--- src/tcx_pkg.sv ---
`default_nettype none
package tcx_pkg;
  // ==========================================
  // widths
  localparam int CNT_W = 16;
  localparam int ADDR_W = 8;
  localparam int NUM_EV = 5;
  localparam int MAX_CH = 5;
  // ==========================================
  // register offsets
  localparam logic [7:0] OFS_BLK_CTRL = 8'h00;
  localparam logic [7:0] OFS_EV_CMD = 8'h04;
  localparam logic [7:0] OFS_CH_CTRL = 8'h08;
  localparam logic [7:0] OFS_TRG_CFG = 8'h0c;
  localparam logic [7:0] OFS_TALLY = 8'h10;
  localparam logic [7:0] OFS_CMP = 8'h14;
  localparam logic [7:0] OFS_CMP_BUF = 8'h18;
  localparam logic [7:0] OFS_PER = 8'h1c;
  localparam logic [7:0] OFS_PER_BUF = 8'h20;
  localparam logic [7:0] OFS_CAP = 8'h24;
  localparam logic [7:0] OFS_CAP_BUF = 8'h28;
  localparam logic [7:0] OFS_INTR = 8'h2c;
  localparam logic [7:0] OFS_STATUS = 8'h30;
  // ==========================================
  // field positions
  localparam int BLK_ON_BIT = 0;
  localparam int DIV_LSB = 8;
  localparam int DIR_LSB = 16;
  localparam int MODE_LSB = 24;
  localparam int INTR_TC_BIT = 0;
  localparam int INTR_CC_BIT = 1;
  // ==========================================
  // event indices and trigger selections
  localparam int EV_RELOAD = 0;
  localparam int EV_START = 1;
  localparam int EV_STOP = 2;
  localparam int EV_COUNT = 3;
  localparam int EV_CAPT = 4;
  localparam logic [1:0] TRG_RISE = 2'h0;
  localparam logic [1:0] TRG_FALL = 2'h1;
  localparam logic [1:0] TRG_BOTH = 2'h2;
  localparam logic [1:0] TRG_LEVEL = 2'h3;
  // ==========================================
  // modes and directions
  localparam logic [2:0] MODE_TIMER = 3'h0;
  localparam logic [2:0] MODE_CAPTURE = 3'h2;
  localparam logic [2:0] MODE_QUAD = 3'h3;
  localparam logic [2:0] MODE_PWM = 3'h4;
  localparam logic [2:0] MODE_DEAD_TIME_PWM = 3'h5;
  localparam logic [2:0] MODE_PWM_PR = 3'h6;
  localparam logic [1:0] DIR_UP = 2'h0;
  localparam logic [1:0] DIR_DOWN = 2'h1;
  localparam logic [1:0] DIR_UPDN = 2'h2;
  // ==========================================
  // reset values
  localparam logic [9:0] TRG_CFG_RST = 10'h0c0;
  localparam logic [15:0] PER_RST = 16'hffff;
  localparam logic [15:0] CMP_RST = 16'h0000;
endpackage
`default_nettype wire

--- src/tcx_core.sv ---
// The address-and-strobe port and the register offsets were left to the implementer.
`timescale 1ns/10ps
`default_nettype none
// Summary of operation
// - one independent 16-bit counter channel; the unit instantiates up to five
// - directions up, down and alternating up/down chosen by configuration
// - counting begins only once software sets counter-on, bit 0
// - clearing counter-on freezes the counter; all registers keep values
// - counter clock is the system clock gated by the counter enable
// - divider field bits 10:8 divides counter clock by two to the field
// - divider ignored in quadrature and dead-time modes
// - each event picks rising, falling, both edges or level
// - command register writes raise the same events as hardware triggers
// - reload loads zero and starts counting in up or down mode
// - reload loads one in up/down mode
// - in quadrature mode reload is the index event
// - start resumes counting from the current value unchanged
// - in quadrature mode the start trigger is phase B
// - count event steps by direction; quadrature treats it as phase A
// - stop halts counting until a later start or reload, except in quadrature mode where it is ignored
// - in PWM modes stop kills, forcing PWM lines disabled
// - capture copies count to capture, capture to capture buffer
// - in PWM modes capture swaps compare and period with buffers
// - every hardware trigger is synchronised to the system clock
// - output triggers are generated on the system clock
// - interrupt request raised on terminal count or capture/compare
// - overflow at period counting up, underflow at zero counting down
// - capture/compare on compare match while running or on capture outside PWM modes
// - terminal count request set by hardware, cleared by writing one
module tcx_core #(
  parameter int CW = tcx_pkg::CNT_W
) (
  // clock and reset
  input wire logic sys_clk_i,
  input wire logic nrst_i,
  // register port
  input wire logic [tcx_pkg::ADDR_W-1:0] addr_i,
  input wire logic [31:0] wdata_i,
  input wire logic wr_i,
  input wire logic rd_i,
  output logic [31:0] rdata_o,
  // hardware triggers: reload, start, stop, count, capture
  input wire logic [tcx_pkg::NUM_EV-1:0] trig_i,
  // output triggers, interrupt and lines
  output logic ov_o,
  output logic un_o,
  output logic cc_o,
  output logic irq_o,
  output logic line_o,
  output logic line_compl_o
);
  import tcx_pkg::*;

  typedef struct packed {
    logic on;
    logic [2:0] mode;
    logic [1:0] dir;
    logic [2:0] div;
    logic [2*NUM_EV-1:0] trsel;
    logic [CW-1:0] cnt;
    logic [CW-1:0] cmp;
    logic [CW-1:0] cmpb;
    logic [CW-1:0] per;
    logic [CW-1:0] perb;
    logic [CW-1:0] cap;
    logic [CW-1:0] capb;
    logic [1:0] intr;
    logic run;
    logic down;
    logic kill;
    logic cpend;
    logic qa;
    logic qb;
    logic ovp;
    logic unp;
    logic ccp;
    logic ov;
    logic un;
    logic cc;
    logic line;
    logic linec;
    logic irq;
    logic [7:0] dcnt;
    logic [31:0] rdata;
  } tcx_state_t;

  tcx_state_t s_q;
  tcx_state_t s_d;

  logic [NUM_EV-1:0] hw_evt;
  logic [NUM_EV-1:0] lvl;
  logic [NUM_EV-1:0] cmd_evt;
  logic [NUM_EV-1:0] ev;
  logic is_pwm;
  logic is_quad;
  logic no_div;
  logic tick;
  logic [7:0] dmask;
  logic do_step;
  logic dn;
  logic [CW:0] nxt;
  logic qmove;
  logic ov_now;
  logic un_now;
  logic cc_now;
  logic [31:0] rmux;

  // ==========================================
  // helpers
  function automatic logic [7:0] tcx_div_mask(input logic [2:0] d);
    tcx_div_mask = 8'((9'h001 << d) - 9'h001);
  endfunction

  // msb flags a wrap; lower bits the new count
  function automatic logic [CW:0] tcx_step(
    input logic [CW-1:0] c,
    input logic [CW-1:0] p,
    input logic down_i
  );
    if (down_i) begin
      tcx_step = (c == '0) ? {1'b1, p} : {1'b0, CW'(c - 1'b1)};
    end else begin
      tcx_step = (c == p) ? {1'b1, {CW{1'b0}}} : {1'b0, CW'(c + 1'b1)};
    end
  endfunction

  function automatic logic tcx_pwm_mode(input logic [2:0] m);
    tcx_pwm_mode = (m == MODE_PWM) || (m == MODE_DEAD_TIME_PWM) || (m == MODE_PWM_PR);
  endfunction

  // ==========================================
  // trigger synchronisers
  tcx_trig_sync #(
    .N(NUM_EV)
  ) u_trig (
    .sys_clk_i(sys_clk_i),
    .nrst_i(nrst_i),
    .trig_i(trig_i),
    .sel_i(s_q.trsel),
    .evt_o(hw_evt),
    .lvl_o(lvl)
  );

  // ==========================================
  // event merge and prescaler
  assign cmd_evt = (wr_i && addr_i == OFS_EV_CMD) ? wdata_i[NUM_EV-1:0] : '0;
  // events only act while the counter is on
  assign ev = (hw_evt | cmd_evt) & {NUM_EV{s_q.on}};
  assign is_pwm = tcx_pwm_mode(s_q.mode);
  assign is_quad = (s_q.mode == MODE_QUAD);
  assign no_div = is_quad || (s_q.mode == MODE_DEAD_TIME_PWM);
  assign dmask = tcx_div_mask(s_q.div);
  // gated clock realised as an enable: no clock gating cell, no skew
  assign tick = s_q.on && (no_div || ((s_q.dcnt & dmask) == dmask));
  assign qmove = (lvl[EV_COUNT] != s_q.qa) || (lvl[EV_START] != s_q.qb);

  // ==========================================
  // register read mux
  always_comb begin
    case (addr_i)
      OFS_BLK_CTRL: rmux = {31'h0, s_q.on};
      OFS_CH_CTRL: rmux = {5'h0, s_q.mode, 6'h0, s_q.dir, 5'h0, s_q.div, 8'h0};
      OFS_TRG_CFG: rmux = 32'(s_q.trsel);
      OFS_TALLY: rmux = 32'(s_q.cnt);
      OFS_CMP: rmux = 32'(s_q.cmp);
      OFS_CMP_BUF: rmux = 32'(s_q.cmpb);
      OFS_PER: rmux = 32'(s_q.per);
      OFS_PER_BUF: rmux = 32'(s_q.perb);
      OFS_CAP: rmux = 32'(s_q.cap);
      OFS_CAP_BUF: rmux = 32'(s_q.capb);
      OFS_INTR: rmux = {30'h0, s_q.intr};
      OFS_STATUS: rmux = {29'h0, s_q.kill, s_q.down, s_q.run};
      default: rmux = 32'h0;
    endcase
  end

  // ==========================================
  // next state
  always_comb begin
    s_d = s_q;
    do_step = 1'b0;
    dn = 1'b0;
    nxt = '0;
    ov_now = 1'b0;
    un_now = 1'b0;
    cc_now = 1'b0;
    s_d.rdata = rd_i ? rmux : 32'h0;

    // software writes
    if (wr_i) begin
      case (addr_i)
        OFS_BLK_CTRL: s_d.on = wdata_i[BLK_ON_BIT];
        OFS_CH_CTRL: begin
          s_d.mode = wdata_i[MODE_LSB +: 3];
          s_d.dir = wdata_i[DIR_LSB +: 2];
          s_d.div = wdata_i[DIV_LSB +: 3];
        end
        OFS_TRG_CFG: s_d.trsel = wdata_i[2*NUM_EV-1:0];
        OFS_TALLY: s_d.cnt = wdata_i[CW-1:0];
        OFS_CMP: s_d.cmp = wdata_i[CW-1:0];
        OFS_CMP_BUF: s_d.cmpb = wdata_i[CW-1:0];
        OFS_PER: s_d.per = wdata_i[CW-1:0];
        OFS_PER_BUF: s_d.perb = wdata_i[CW-1:0];
        OFS_INTR: s_d.intr = s_q.intr & ~wdata_i[1:0];
        default: ;
      endcase
    end

    // prescaler runs only while enabled; held otherwise
    if (s_q.on) begin
      s_d.dcnt = 8'(s_q.dcnt + 8'h01);
    end

    if (s_q.on) begin
      if (is_quad) begin
        // phase a on the count trigger, phase b on the start trigger
        s_d.qa = lvl[EV_COUNT];
        s_d.qb = lvl[EV_START];
        if (s_q.run && qmove) begin
          do_step = 1'b1;
          dn = ~(lvl[EV_COUNT] ^ s_q.qb);
        end
      end else begin
        if (ev[EV_COUNT]) begin
          s_d.cpend = 1'b1;
        end
        if (ev[EV_STOP]) begin
          s_d.run = 1'b0;
          if (is_pwm) begin
            s_d.kill = 1'b1;
          end
        end else if (ev[EV_START]) begin
          s_d.run = 1'b1;
          s_d.kill = 1'b0;
        end
        // missed events: several counts in one divided period merge
        if (s_q.run && tick && (s_q.cpend || ev[EV_COUNT])) begin
          do_step = 1'b1;
          s_d.cpend = 1'b0;
          dn = (s_q.dir == DIR_DOWN) || (s_q.dir[1] && s_q.down);
        end
      end

      if (do_step) begin
        if (s_q.dir[1] && !is_quad) begin
          // alternating: turn at period and at zero
          if (!s_q.down && s_q.cnt == s_q.per) begin
            s_d.down = 1'b1;
            s_d.cnt = CW'(s_q.cnt - 1'b1);
            ov_now = 1'b1;
          end else if (s_q.down && s_q.cnt == '0) begin
            s_d.down = 1'b0;
            s_d.cnt = CW'(s_q.cnt + 1'b1);
            un_now = 1'b1;
          end else begin
            nxt = tcx_step(s_q.cnt, s_q.per, s_q.down);
            s_d.cnt = nxt[CW-1:0];
          end
        end else begin
          nxt = tcx_step(s_q.cnt, s_q.per, dn);
          s_d.cnt = nxt[CW-1:0];
          ov_now = nxt[CW] && !dn;
          un_now = nxt[CW] && dn;
        end
        if (s_d.cnt == s_q.cmp) begin
          cc_now = 1'b1;
        end
      end

      if (ev[EV_CAPT]) begin
        if (is_pwm) begin
          s_d.cmp = s_q.cmpb;
          s_d.cmpb = s_q.cmp;
          s_d.per = s_q.perb;
          s_d.perb = s_q.per;
        end else begin
          s_d.cap = s_q.cnt;
          s_d.capb = s_q.cap;
          cc_now = 1'b1;
        end
      end

      // reload wins over start, stop and count in the same cycle; a capture still acts
      if (ev[EV_RELOAD]) begin
        s_d.cnt = (s_q.dir[1] && !is_quad) ? CW'(1) : CW'(0);
        s_d.run = 1'b1;
        s_d.kill = 1'b0;
        s_d.down = 1'b0;
        s_d.cpend = 1'b0;
        if (is_quad) begin
          ov_now = 1'b1;
        end
      end
    end

    // hardware set wins over a software clear in the same cycle
    if (ov_now || un_now) begin
      s_d.intr[INTR_TC_BIT] = 1'b1;
    end
    if (cc_now) begin
      s_d.intr[INTR_CC_BIT] = 1'b1;
    end

    // output triggers held two system clocks
    s_d.ovp = ov_now;
    s_d.unp = un_now;
    s_d.ccp = cc_now;
    s_d.ov = ov_now || s_q.ovp;
    s_d.un = un_now || s_q.unp;
    s_d.cc = cc_now || s_q.ccp;
    s_d.irq = |s_d.intr;
    s_d.line = tcx_pwm_mode(s_d.mode) && !s_d.kill && (s_d.cnt < s_d.cmp);
    s_d.linec = tcx_pwm_mode(s_d.mode) && !s_d.kill && !(s_d.cnt < s_d.cmp);
  end

  always_ff @(posedge sys_clk_i or negedge nrst_i) begin
    if (!nrst_i) begin
      s_q <= '0;
      s_q.trsel <= TRG_CFG_RST;
      s_q.per <= PER_RST;
      s_q.perb <= PER_RST;
      s_q.cmp <= CMP_RST;
    end else begin
      s_q <= s_d;
    end
  end

  assign rdata_o = s_q.rdata;
  assign ov_o = s_q.ov;
  assign un_o = s_q.un;
  assign cc_o = s_q.cc;
  assign irq_o = s_q.irq;
  assign line_o = s_q.line;
  assign line_compl_o = s_q.linec;

  // ==========================================
  // checks
  property p_off_hold;
    @(posedge sys_clk_i) disable iff (!nrst_i)
      (!s_q.on && !wr_i) |=> $stable(s_q.cnt) && $stable(s_q.cap);
  endproperty
  a_off_hold: assert property (p_off_hold) else $error("count moved while off");

  property p_reload_zero;
    @(posedge sys_clk_i) disable iff (!nrst_i)
      (ev[EV_RELOAD] && !s_q.dir[1]) |=> (s_q.cnt == '0) && s_q.run;
  endproperty
  a_reload_zero: assert property (p_reload_zero) else $error("reload did not load zero");

  property p_reload_one;
    @(posedge sys_clk_i) disable iff (!nrst_i)
      (ev[EV_RELOAD] && s_q.dir[1] && !is_quad) |=> (s_q.cnt == CW'(1)) && !s_q.down;
  endproperty
  a_reload_one: assert property (p_reload_one) else $error("reload did not load one");

  property p_start_keeps;
    @(posedge sys_clk_i) disable iff (!nrst_i)
      (ev[EV_START] && !ev[EV_STOP] && !ev[EV_RELOAD] && !is_quad && !s_q.run && !wr_i)
      |=> s_q.run && (s_q.cnt == $past(s_q.cnt));
  endproperty
  a_start_keeps: assert property (p_start_keeps) else $error("start altered count");

  property p_stop_halts;
    @(posedge sys_clk_i) disable iff (!nrst_i)
      (ev[EV_STOP] && !ev[EV_RELOAD] && !is_quad) ##1 (!ev[EV_START] && !ev[EV_RELOAD] && !wr_i)
      |=> $stable(s_q.cnt);
  endproperty
  a_stop_halts: assert property (p_stop_halts) else $error("count moved after stop");

  property p_kill_lines;
    @(posedge sys_clk_i) disable iff (!nrst_i)
      (ev[EV_STOP] && !ev[EV_RELOAD] && is_pwm && !wr_i) |=> !line_o && !line_compl_o;
  endproperty
  a_kill_lines: assert property (p_kill_lines) else $error("lines active after kill");

  property p_capture;
    @(posedge sys_clk_i) disable iff (!nrst_i)
      (ev[EV_CAPT] && !is_pwm) |=> (s_q.cap == $past(s_q.cnt)) && (s_q.capb == $past(s_q.cap))
      ##1 cc_o;
  endproperty
  a_capture: assert property (p_capture) else $error("capture copy wrong");

  property p_switch;
    @(posedge sys_clk_i) disable iff (!nrst_i)
      (ev[EV_CAPT] && is_pwm && !wr_i)
      |=> (s_q.cmp == $past(s_q.cmpb)) && (s_q.per == $past(s_q.perb));
  endproperty
  a_switch: assert property (p_switch) else $error("switch did not swap");

  property p_tc_sticky;
    @(posedge sys_clk_i) disable iff (!nrst_i)
      (s_q.intr[INTR_TC_BIT] && !(wr_i && addr_i == OFS_INTR && wdata_i[INTR_TC_BIT]))
      |=> s_q.intr[INTR_TC_BIT] && irq_o;
  endproperty
  a_tc_sticky: assert property (p_tc_sticky) else $error("tc request lost");

  property p_ov_pulse;
    @(posedge sys_clk_i) disable iff (!nrst_i)
      $rose(s_q.ovp) |-> ov_o ##1 ov_o;
  endproperty
  a_ov_pulse: assert property (p_ov_pulse) else $error("overflow trigger not two cycles");
endmodule
`default_nettype wire

--- src/tcx_trig_sync.sv ---
`timescale 1ns/10ps
`default_nettype none
module tcx_trig_sync #(
  parameter int N = 5
) (
  // clock and reset
  input wire logic sys_clk_i,
  input wire logic nrst_i,
  // raw triggers and per-event selection
  input wire logic [N-1:0] trig_i,
  input wire logic [2*N-1:0] sel_i,
  // detected events and synchronised levels
  output logic [N-1:0] evt_o,
  output logic [N-1:0] lvl_o
);
  import tcx_pkg::*;

  typedef struct packed {
    logic [N-1:0] s1;
    logic [N-1:0] s2;
    logic [N-1:0] prev;
  } tcx_trig_state_t;

  tcx_trig_state_t s_q;
  tcx_trig_state_t s_d;

  // ==========================================
  // synchroniser and edge detect
  always_comb begin
    s_d = s_q;
    s_d.s1 = trig_i;
    s_d.s2 = s_q.s1;
    s_d.prev = s_q.s2;
  end

  always_ff @(posedge sys_clk_i or negedge nrst_i) begin
    if (!nrst_i) begin
      s_q <= '0;
    end else begin
      s_q <= s_d;
    end
  end

  // only s2 and prev are looked at; s1 feeds s2 alone
  always_comb begin
    for (int i = 0; i < N; i++) begin
      case (sel_i[2*i +: 2])
        TRG_RISE: evt_o[i] = s_q.s2[i] & ~s_q.prev[i];
        TRG_FALL: evt_o[i] = ~s_q.s2[i] & s_q.prev[i];
        TRG_BOTH: evt_o[i] = s_q.s2[i] ^ s_q.prev[i];
        default: evt_o[i] = s_q.s2[i];
      endcase
    end
  end

  assign lvl_o = s_q.s2;
endmodule
`default_nettype wire

--- config.mk ---
export PLATFORM = sky130hd
export DESIGN_NAME = tcx_core
export DESIGN_NICKNAME = d
export VERILOG_FILES = /design/src/tcx_pkg.sv /design/src/tcx_core.sv /design/src/tcx_trig_sync.sv
export SDC_FILE = /design/constraint.sdc
export NUM_CORES = 1
export LEC_CHECK = 0
export BUFFER_PORTS_ARGS = -buffer_cell sky130_fd_sc_hd__buf_2
export CORE_MARGIN = 1
export CORE_UTILIZATION = 39
export DETAILED_ROUTE_END_ITERATION = 7
export GPL_TIMING_DRIVEN = 1
export PLACE_DENSITY = 0.55
export SYNTH_ARGS = -nofsm -noshare
export SYNTH_HDL_FRONTEND = slang
export SYNTH_HIERARCHICAL = 1
export SYNTH_SLANG_ARGS = --single-unit
--- constraint.sdc ---
create_clock -name sys_clk_i -period 6.95 [get_ports sys_clk_i]
set_input_delay 0.3475 -clock sys_clk_i [delete_from_list [all_inputs] [get_ports sys_clk_i]]
set_output_delay 0.3475 -clock sys_clk_i [all_outputs]
set_load 0.01 [all_outputs]
After elaboration in Yosys (flattened, before gate mapping). Cells that the tools add are included.

Register bits: 203. Bits of input ports: 49. Output and inout port bits: 38. Word-level logic and storage cells: 240.

Bitwise operators: 33. Muxes and demuxes: 79. Order comparisons: 1. Reductions and logical operators: 53. Add/subtract/negate cells: 4. Shift operators: 1. Equality and inequality tests: 36.

Operators with widths (number): $pmux 27 s12 (1); $mux 16 (13); $mux 112 (1); $mux 17 (6); $mux 98 (1); $mux 96 (1); $mux 32 (2); $mux 64 (1); $eq 8x6->1 const B (5); $mux 1 (39); $eq 16x16->1 (2); $eq 8x5->1 const B (4); $eq 3x3->1 const B (6); $add 16x1->16 const B (1); $eq 8x4->1 const B (2); $logic_not 16->1 (1); $lt 16x16->1 (1); $sub 16x1->16 const B (1); $pmux 1 s3 (5); $logic_and 1x1->1 (14); $logic_or 1x1->1 (13); $eq 2x1->1 const B (6); $not 1->1 (12); $and 1x1->1 (10); 29 further kinds (59).

Logic depth before layout (Yosys ltp).
Depth in word-level cells: 26. Depth in mapped cells: 26. Gate-level depth less buffers: 25.

By module. Netlist, hierarchy kept.

By module, submodules not included: tcx_core (seq. area each 4446.8 um^2, instances 1, area an instance 11546.1 um^2, cells each 1252); tcx_trig_sync (seq. area each 375.4 um^2, instances 1, area an instance 706.9 um^2, cells each 50).

Worst setup path before layout. Ideal clock, no wire load.

Path type: register to register. Start: reg s_q[181] (netlist name). End: reg s_q (netlist bit line_compl_o). Data required time: 6822 ps. Setup slack: 2450 ps. Path buffers: 2. Stages on the path, launching flop included: 27. Clock period less this slack: 4500 ps. Data arrival time: 4372 ps. Setup time: 128 ps. Path through: dfrtp_1 clkbuf_1 nor3_1 inv_1 ha_1 or4bb_1 a31oi_1 o31a_1 or3_1 and2_1 clkbuf_1 o21ai_0 a21oi_1 o22ai_1 nand2_1 o21ai_0 ha_1 a21o_1 a21oi_1 nor2b_1 o21ai_0 nand2b_1 a21oi_1 nor2b_1 o21ai_0 o211ai_1 nor3b_1.

RTL lines: start, declared (line tcx_core.sv:87) `tcx_state_t s_q;`.

==> report_table.html <==
<table>
<tr><th>Metric</th><th>Value</th></tr>
<tr><th colspan="2">Die</th></tr>
<tr><td>Vertical die dimension</td><td>179 µm</td></tr>
<tr><td>Num rows</td><td>64</td></tr>
<tr><td>Core outline area</td><td>0.0307 mm²</td></tr>
<tr><td>Initial Util</td><td>0.398</td></tr>
<tr><td>Horizontal extent of the die</td><td>179 µm</td></tr>
<tr><td>Die area</td><td>0.0321 mm²</td></tr>
<tr><td>Number of ports placed on the die boundary</td><td>87</td></tr>
<tr><th colspan="2">Setup path</th></tr>
<tr><td>Data required time of the critical path</td><td>7.27 ns</td></tr>
<tr><td>Slowest cell on the critical path</td><td>sky130_fd_sc_hd__dfrtp_1</td></tr>
<tr><td>Critical setup path kind</td><td>flip-flop to flip-flop</td></tr>
<tr><td>Setup crit start kind</td><td>flip-flop</td></tr>
<tr><td>Worst Path Max Fanout</td><td>13</td></tr>
<tr><td>Cell occurring most often along the worst timing path</td><td>sky130_fd_sc_hd__o21ai_0</td></tr>
<tr><td>Arrival time worst endpoint</td><td>5.98 ns</td></tr>
<tr><td>Count of buffering cells on the critical path with inverters included</td><td>1</td></tr>
<tr><td>Crit path largest cell delay</td><td>0.56 ns</td></tr>
<tr><td>Critical path endpoint category</td><td>flip-flop</td></tr>
<tr><td>Crit path cell chain</td><td>nor3_1 -&gt; inv_1 -&gt; ha_1 -&gt; or4bb_1 -&gt; a31oi_1 -&gt; o31a_1 -&gt; or3_1 -&gt; and2_1 -&gt; o21ai_0 -&gt; a21oi_1 -&gt; o22ai_1 -&gt; nand2_1 -&gt; o21ai_0 -&gt; ha_1 -&gt; a21o_1 -&gt; a21oi_1 -&gt; nor2b_1 -&gt; o21ai_0 -&gt; nand2b_1 -&gt; a21oi_1 -&gt; nor2b_1 -&gt; o21ai_0 -&gt; o211ai_1 -&gt; nor3b_1</td></tr>
<tr><td>Cell type group with the largest total delay on the critical path</td><td>compound AO/OA/AOI/OAI gates</td></tr>
<tr><th colspan="2">Power</th></tr>
<tr><td>Net Sw Frac</td><td>0.412</td></tr>
<tr><td>Worst ir drop on vdd</td><td>0.000219 V</td></tr>
<tr><td>Part of the power in registers</td><td>0.361</td></tr>
<tr><td>Clock Power Share</td><td>0.239</td></tr>
<tr><td>Total power divided by cell area</td><td>303 mW/mm²</td></tr>
<tr><td>Total design power</td><td>4.02 mW</td></tr>
<tr><td>Internal Dissipation</td><td>2.37 mW</td></tr>
<tr><td>Sw Pwr</td><td>1.66 mW</td></tr>
<tr><td>Comb power frac</td><td>0.400</td></tr>
<tr><td>Total leakage power</td><td>6.29 nW</td></tr>
<tr><th colspan="2">Global routing</th></tr>
<tr><td>Number of global-route vias before repair</td><td>9890</td></tr>
<tr><td>Total overflow reported by the global router</td><td>0</td></tr>
<tr><td>Number of antenna violations at the first check in global routing</td><td>1</td></tr>
<tr><td>Gr usage total</td><td>0.258</td></tr>
<tr><td>Largest net degree at the start of global routing</td><td>120</td></tr>
<tr><td>Wire length of the first global-routing pass</td><td>61.0 mm</td></tr>
<tr><th colspan="2">Timing</th></tr>
<tr><td>RSZ-0062 raised after global routing</td><td>false</td></tr>
<tr><td>Worst-case headroom to the max-slew limit</td><td>0.154</td></tr>
<tr><td>Final hold viol count</td><td>0</td></tr>
<tr><td>Share of the clock period used by the worst path after layout</td><td>0.814</td></tr>
<tr><td>Transition time at the pin with the least slew margin</td><td>1.27 ns</td></tr>
<tr><td>Final number of setup-violating endpoints</td><td>0</td></tr>
<tr><td>Final Skew</td><td>0.0182 ns</td></tr>
<tr><td>Achievable Freq</td><td>0.177 GHz</td></tr>
<tr><td>Max-slew violation count</td><td>0</td></tr>
<tr><td>Smallest hold slack</td><td>0.0179 ns</td></tr>
<tr><td>Final critical-path setup slack</td><td>1.29 ns</td></tr>
<tr><td>Minimum clock period</td><td>5.66 ns</td></tr>
<tr><td>Setup tns final</td><td>0 ns</td></tr>
<tr><th colspan="2">Routing</th></tr>
<tr><td>Vias</td><td>10300</td></tr>
<tr><td>Detailed-route wire length</td><td>39.7 mm</td></tr>
<tr><td>DRC violations left</td><td>8</td></tr>
<tr><td>Via count normalized by instance count</td><td>6.04</td></tr>
<tr><td>Detailed-routing iteration count for the pre-antenna-repair pass</td><td>7</td></tr>
<tr><td>Routed wire length per instance</td><td>23.3 µm</td></tr>
<tr><td>Iteration-0 DRC count of the detailed router</td><td>1014</td></tr>
<tr><td>Post-detailed-route count of antenna-violating nets</td><td>0</td></tr>
<tr><th colspan="2">Clock network</th></tr>
<tr><td>Post_cts resized</td><td>0</td></tr>
<tr><td>TritonCTS sink count</td><td>191</td></tr>
<tr><td>Worst-path clk slew</td><td>0.07 ns</td></tr>
<tr><td>TritonCTS clock tree</td><td>done</td></tr>
<tr><td># H-tree levels</td><td>4</td></tr>
<tr><td>Source-to-sink clock delay at the later pin of the worst-skew pair</td><td>0.45 ns</td></tr>
<tr><td>Max Buffers Root-to-Sink</td><td>2</td></tr>
<tr><td>Clock buffer count from CTS</td><td>17</td></tr>
<tr><td>Root cell of the clock tree</td><td>sky130_fd_sc_hd__clkbuf_16</td></tr>
<tr><th colspan="2">Placed design</th></tr>
<tr><td>Detailed-placement wirelength estimate</td><td>28.4 mm</td></tr>
<tr><td>Placed cell count</td><td>1665</td></tr>
<tr><td>Area after detailed placement</td><td>0.0127 mm²</td></tr>
<tr><td>Port buffer count</td><td>64</td></tr>
<tr><td>Pre-CTS setup slack</td><td>1.33 ns</td></tr>
<tr><td>Gp weighted congestion</td><td>0.939</td></tr>
<tr><th colspan="2">Layout</th></tr>
<tr><td>Fin area</td><td>0.0133 mm²</td></tr>
<tr><td>Fillers</td><td>3015</td></tr>
<tr><td>Final net count</td><td>1372</td></tr>
<tr><td>Share of cells above drive strength 1</td><td>0.191</td></tr>
<tr><td>Final instance count without filler cells</td><td>1702</td></tr>
<tr><td>Antenna diode instance count</td><td>0</td></tr>
<tr><td>Synth-to-Final Area Change</td><td>8.64%</td></tr>
<tr><td>Final core area utilization</td><td>0.432</td></tr>
<tr><th colspan="2">Outcome</th></tr>
<tr><td>Status</td><td>finished with violations</td></tr>
<tr><td>Violations in the final reports</td><td>DRC</td></tr>
<tr><th colspan="2">Logic synthesis</th></tr>
<tr><td>Synthesis warning total</td><td>6</td></tr>
<tr><td>Post-Synthesis Cell Area</td><td>0.0122 mm²</td></tr>
<tr><td>Cell count after synthesis</td><td>1299</td></tr>
<tr><td>Mean Syn Cell Area</td><td>9.42 µm²</td></tr>
<tr><th colspan="2">Job</th></tr>
<tr><td>Maximum capacitance violations</td><td>0</td></tr>
<tr><th colspan="2">Worst hold path</th></tr>
<tr><td>Hold crit path type</td><td>primary input to asynchronous set/reset pin</td></tr>
</table>
-- cell type report --
cell class                      count  area (µm²)  share of cell area
Multi-Input combinational cell    936        6640               0.500
Sequential cell                   191        4820               0.363
Timing Repair Buffer               95         574              0.0432
Tap cell                          396         495              0.0373
Clock buffer                       17         425              0.0320
Inverter                           52         195              0.0147
Clock inverter                     15         138              0.0104
-- metal layers --
metal  routed length, µm  GRT usage
met5                   0          0
met4                1190     0.0966
met3                2710     0.0354
met2               17600      0.387
met1               18200      0.374
-- worst register-to-register path: stages, from the launching register on --
cell	delay [ns]
sky130_fd_sc_hd__dfrtp_1	0.56
sky130_fd_sc_hd__nor3_1	0.32
sky130_fd_sc_hd__inv_1	0.07
sky130_fd_sc_hd__ha_1	0.25
sky130_fd_sc_hd__or4bb_1	0.51
sky130_fd_sc_hd__a31oi_1	0.17
sky130_fd_sc_hd__o31a_1	0.30
sky130_fd_sc_hd__or3_1	0.30
sky130_fd_sc_hd__and2_1	0.33
sky130_fd_sc_hd__o21ai_0	0.17
sky130_fd_sc_hd__a21oi_1	0.28
sky130_fd_sc_hd__o22ai_1	0.13
sky130_fd_sc_hd__nand2_1	0.09
sky130_fd_sc_hd__o21ai_0	0.11
sky130_fd_sc_hd__ha_1	0.32
sky130_fd_sc_hd__a21o_1	0.18
sky130_fd_sc_hd__a21oi_1	0.13
sky130_fd_sc_hd__nor2b_1	0.06
sky130_fd_sc_hd__o21ai_0	0.14
sky130_fd_sc_hd__nand2b_1	0.07
sky130_fd_sc_hd__a21oi_1	0.13
sky130_fd_sc_hd__nor2b_1	0.05
sky130_fd_sc_hd__o21ai_0	0.36
sky130_fd_sc_hd__o211ai_1	0.29
sky130_fd_sc_hd__nor3b_1	0.22
-- timing repair --
item                                   in CTS  in global routing
endpoints found under the hold margin       5                  0
setup buffers                               0                  0
hold buffers                                5                  0
-- cell usage in the layout (no fill, tap or decap), drive strengths merged, types with 6 or more instances in the layout --
cell type,n
dfrtp,157
nand2,119
mux2i,94
buf,89
o21ai,85
nor2,77
inv,56
mux2,54
a21oi,45
xor2,36
a22oi,34
dfstp,34
ha,30
a31oi,26
nor3,24
xnor2,23
nand3,21
o22ai,20
nand4,19
o21a,19
nor4,18
clkbuf,18
a221oi,14
a22o,13
or2,11
and3,11
conb,11
a222oi,8
or4,8
clkinv,8
o2111ai,7
nand2b,6
and2,6
o211ai,6
a211oi,6
or4b,6
or3,6
-- state kept, by name, indices dropped and copies added, names as in the netlist --
name and count:
irq_o 1, u_trig/s_d 5, u_trig/s_q 5, line_o 1, rdata_o 21, un_o 1
s_q 149, u_trig/lvl_o 5, line_compl_o 1, cc_o 1, ov_o 1
-- final timing paths --
kind | slack (ns) | to | cells after the start | start
max reg2reg | 1.29 | line_compl_o | 24 | s_q[181]
min reg2reg | 0.35 | u_trig/lvl_o[1] | 0 | u_trig/s_d[6]
max | 1.29 | line_compl_o | 24 | s_q[181]
max in group asynchronous | 5.41 | s_q[53] | 2 | nrst_i
min in group sys_clk_i | 0.12 | s_q[185] | 3 | wdata_i[25]
min | 0.02 | u_trig/s_d[9] | 1 | nrst_i
-- power by group through the flow --
stage	logic, mW	registers (mW)	clock network, mW
finish	1.61	1.45	0.961
CTS	1.58	1.45	0.980
global placement	1.57	1.46	0
floorplan	1.20	1.34	0
global route	1.75	1.47	1.02
detailed placement	1.58	1.47	0
(Power assumes the default switching activity.)
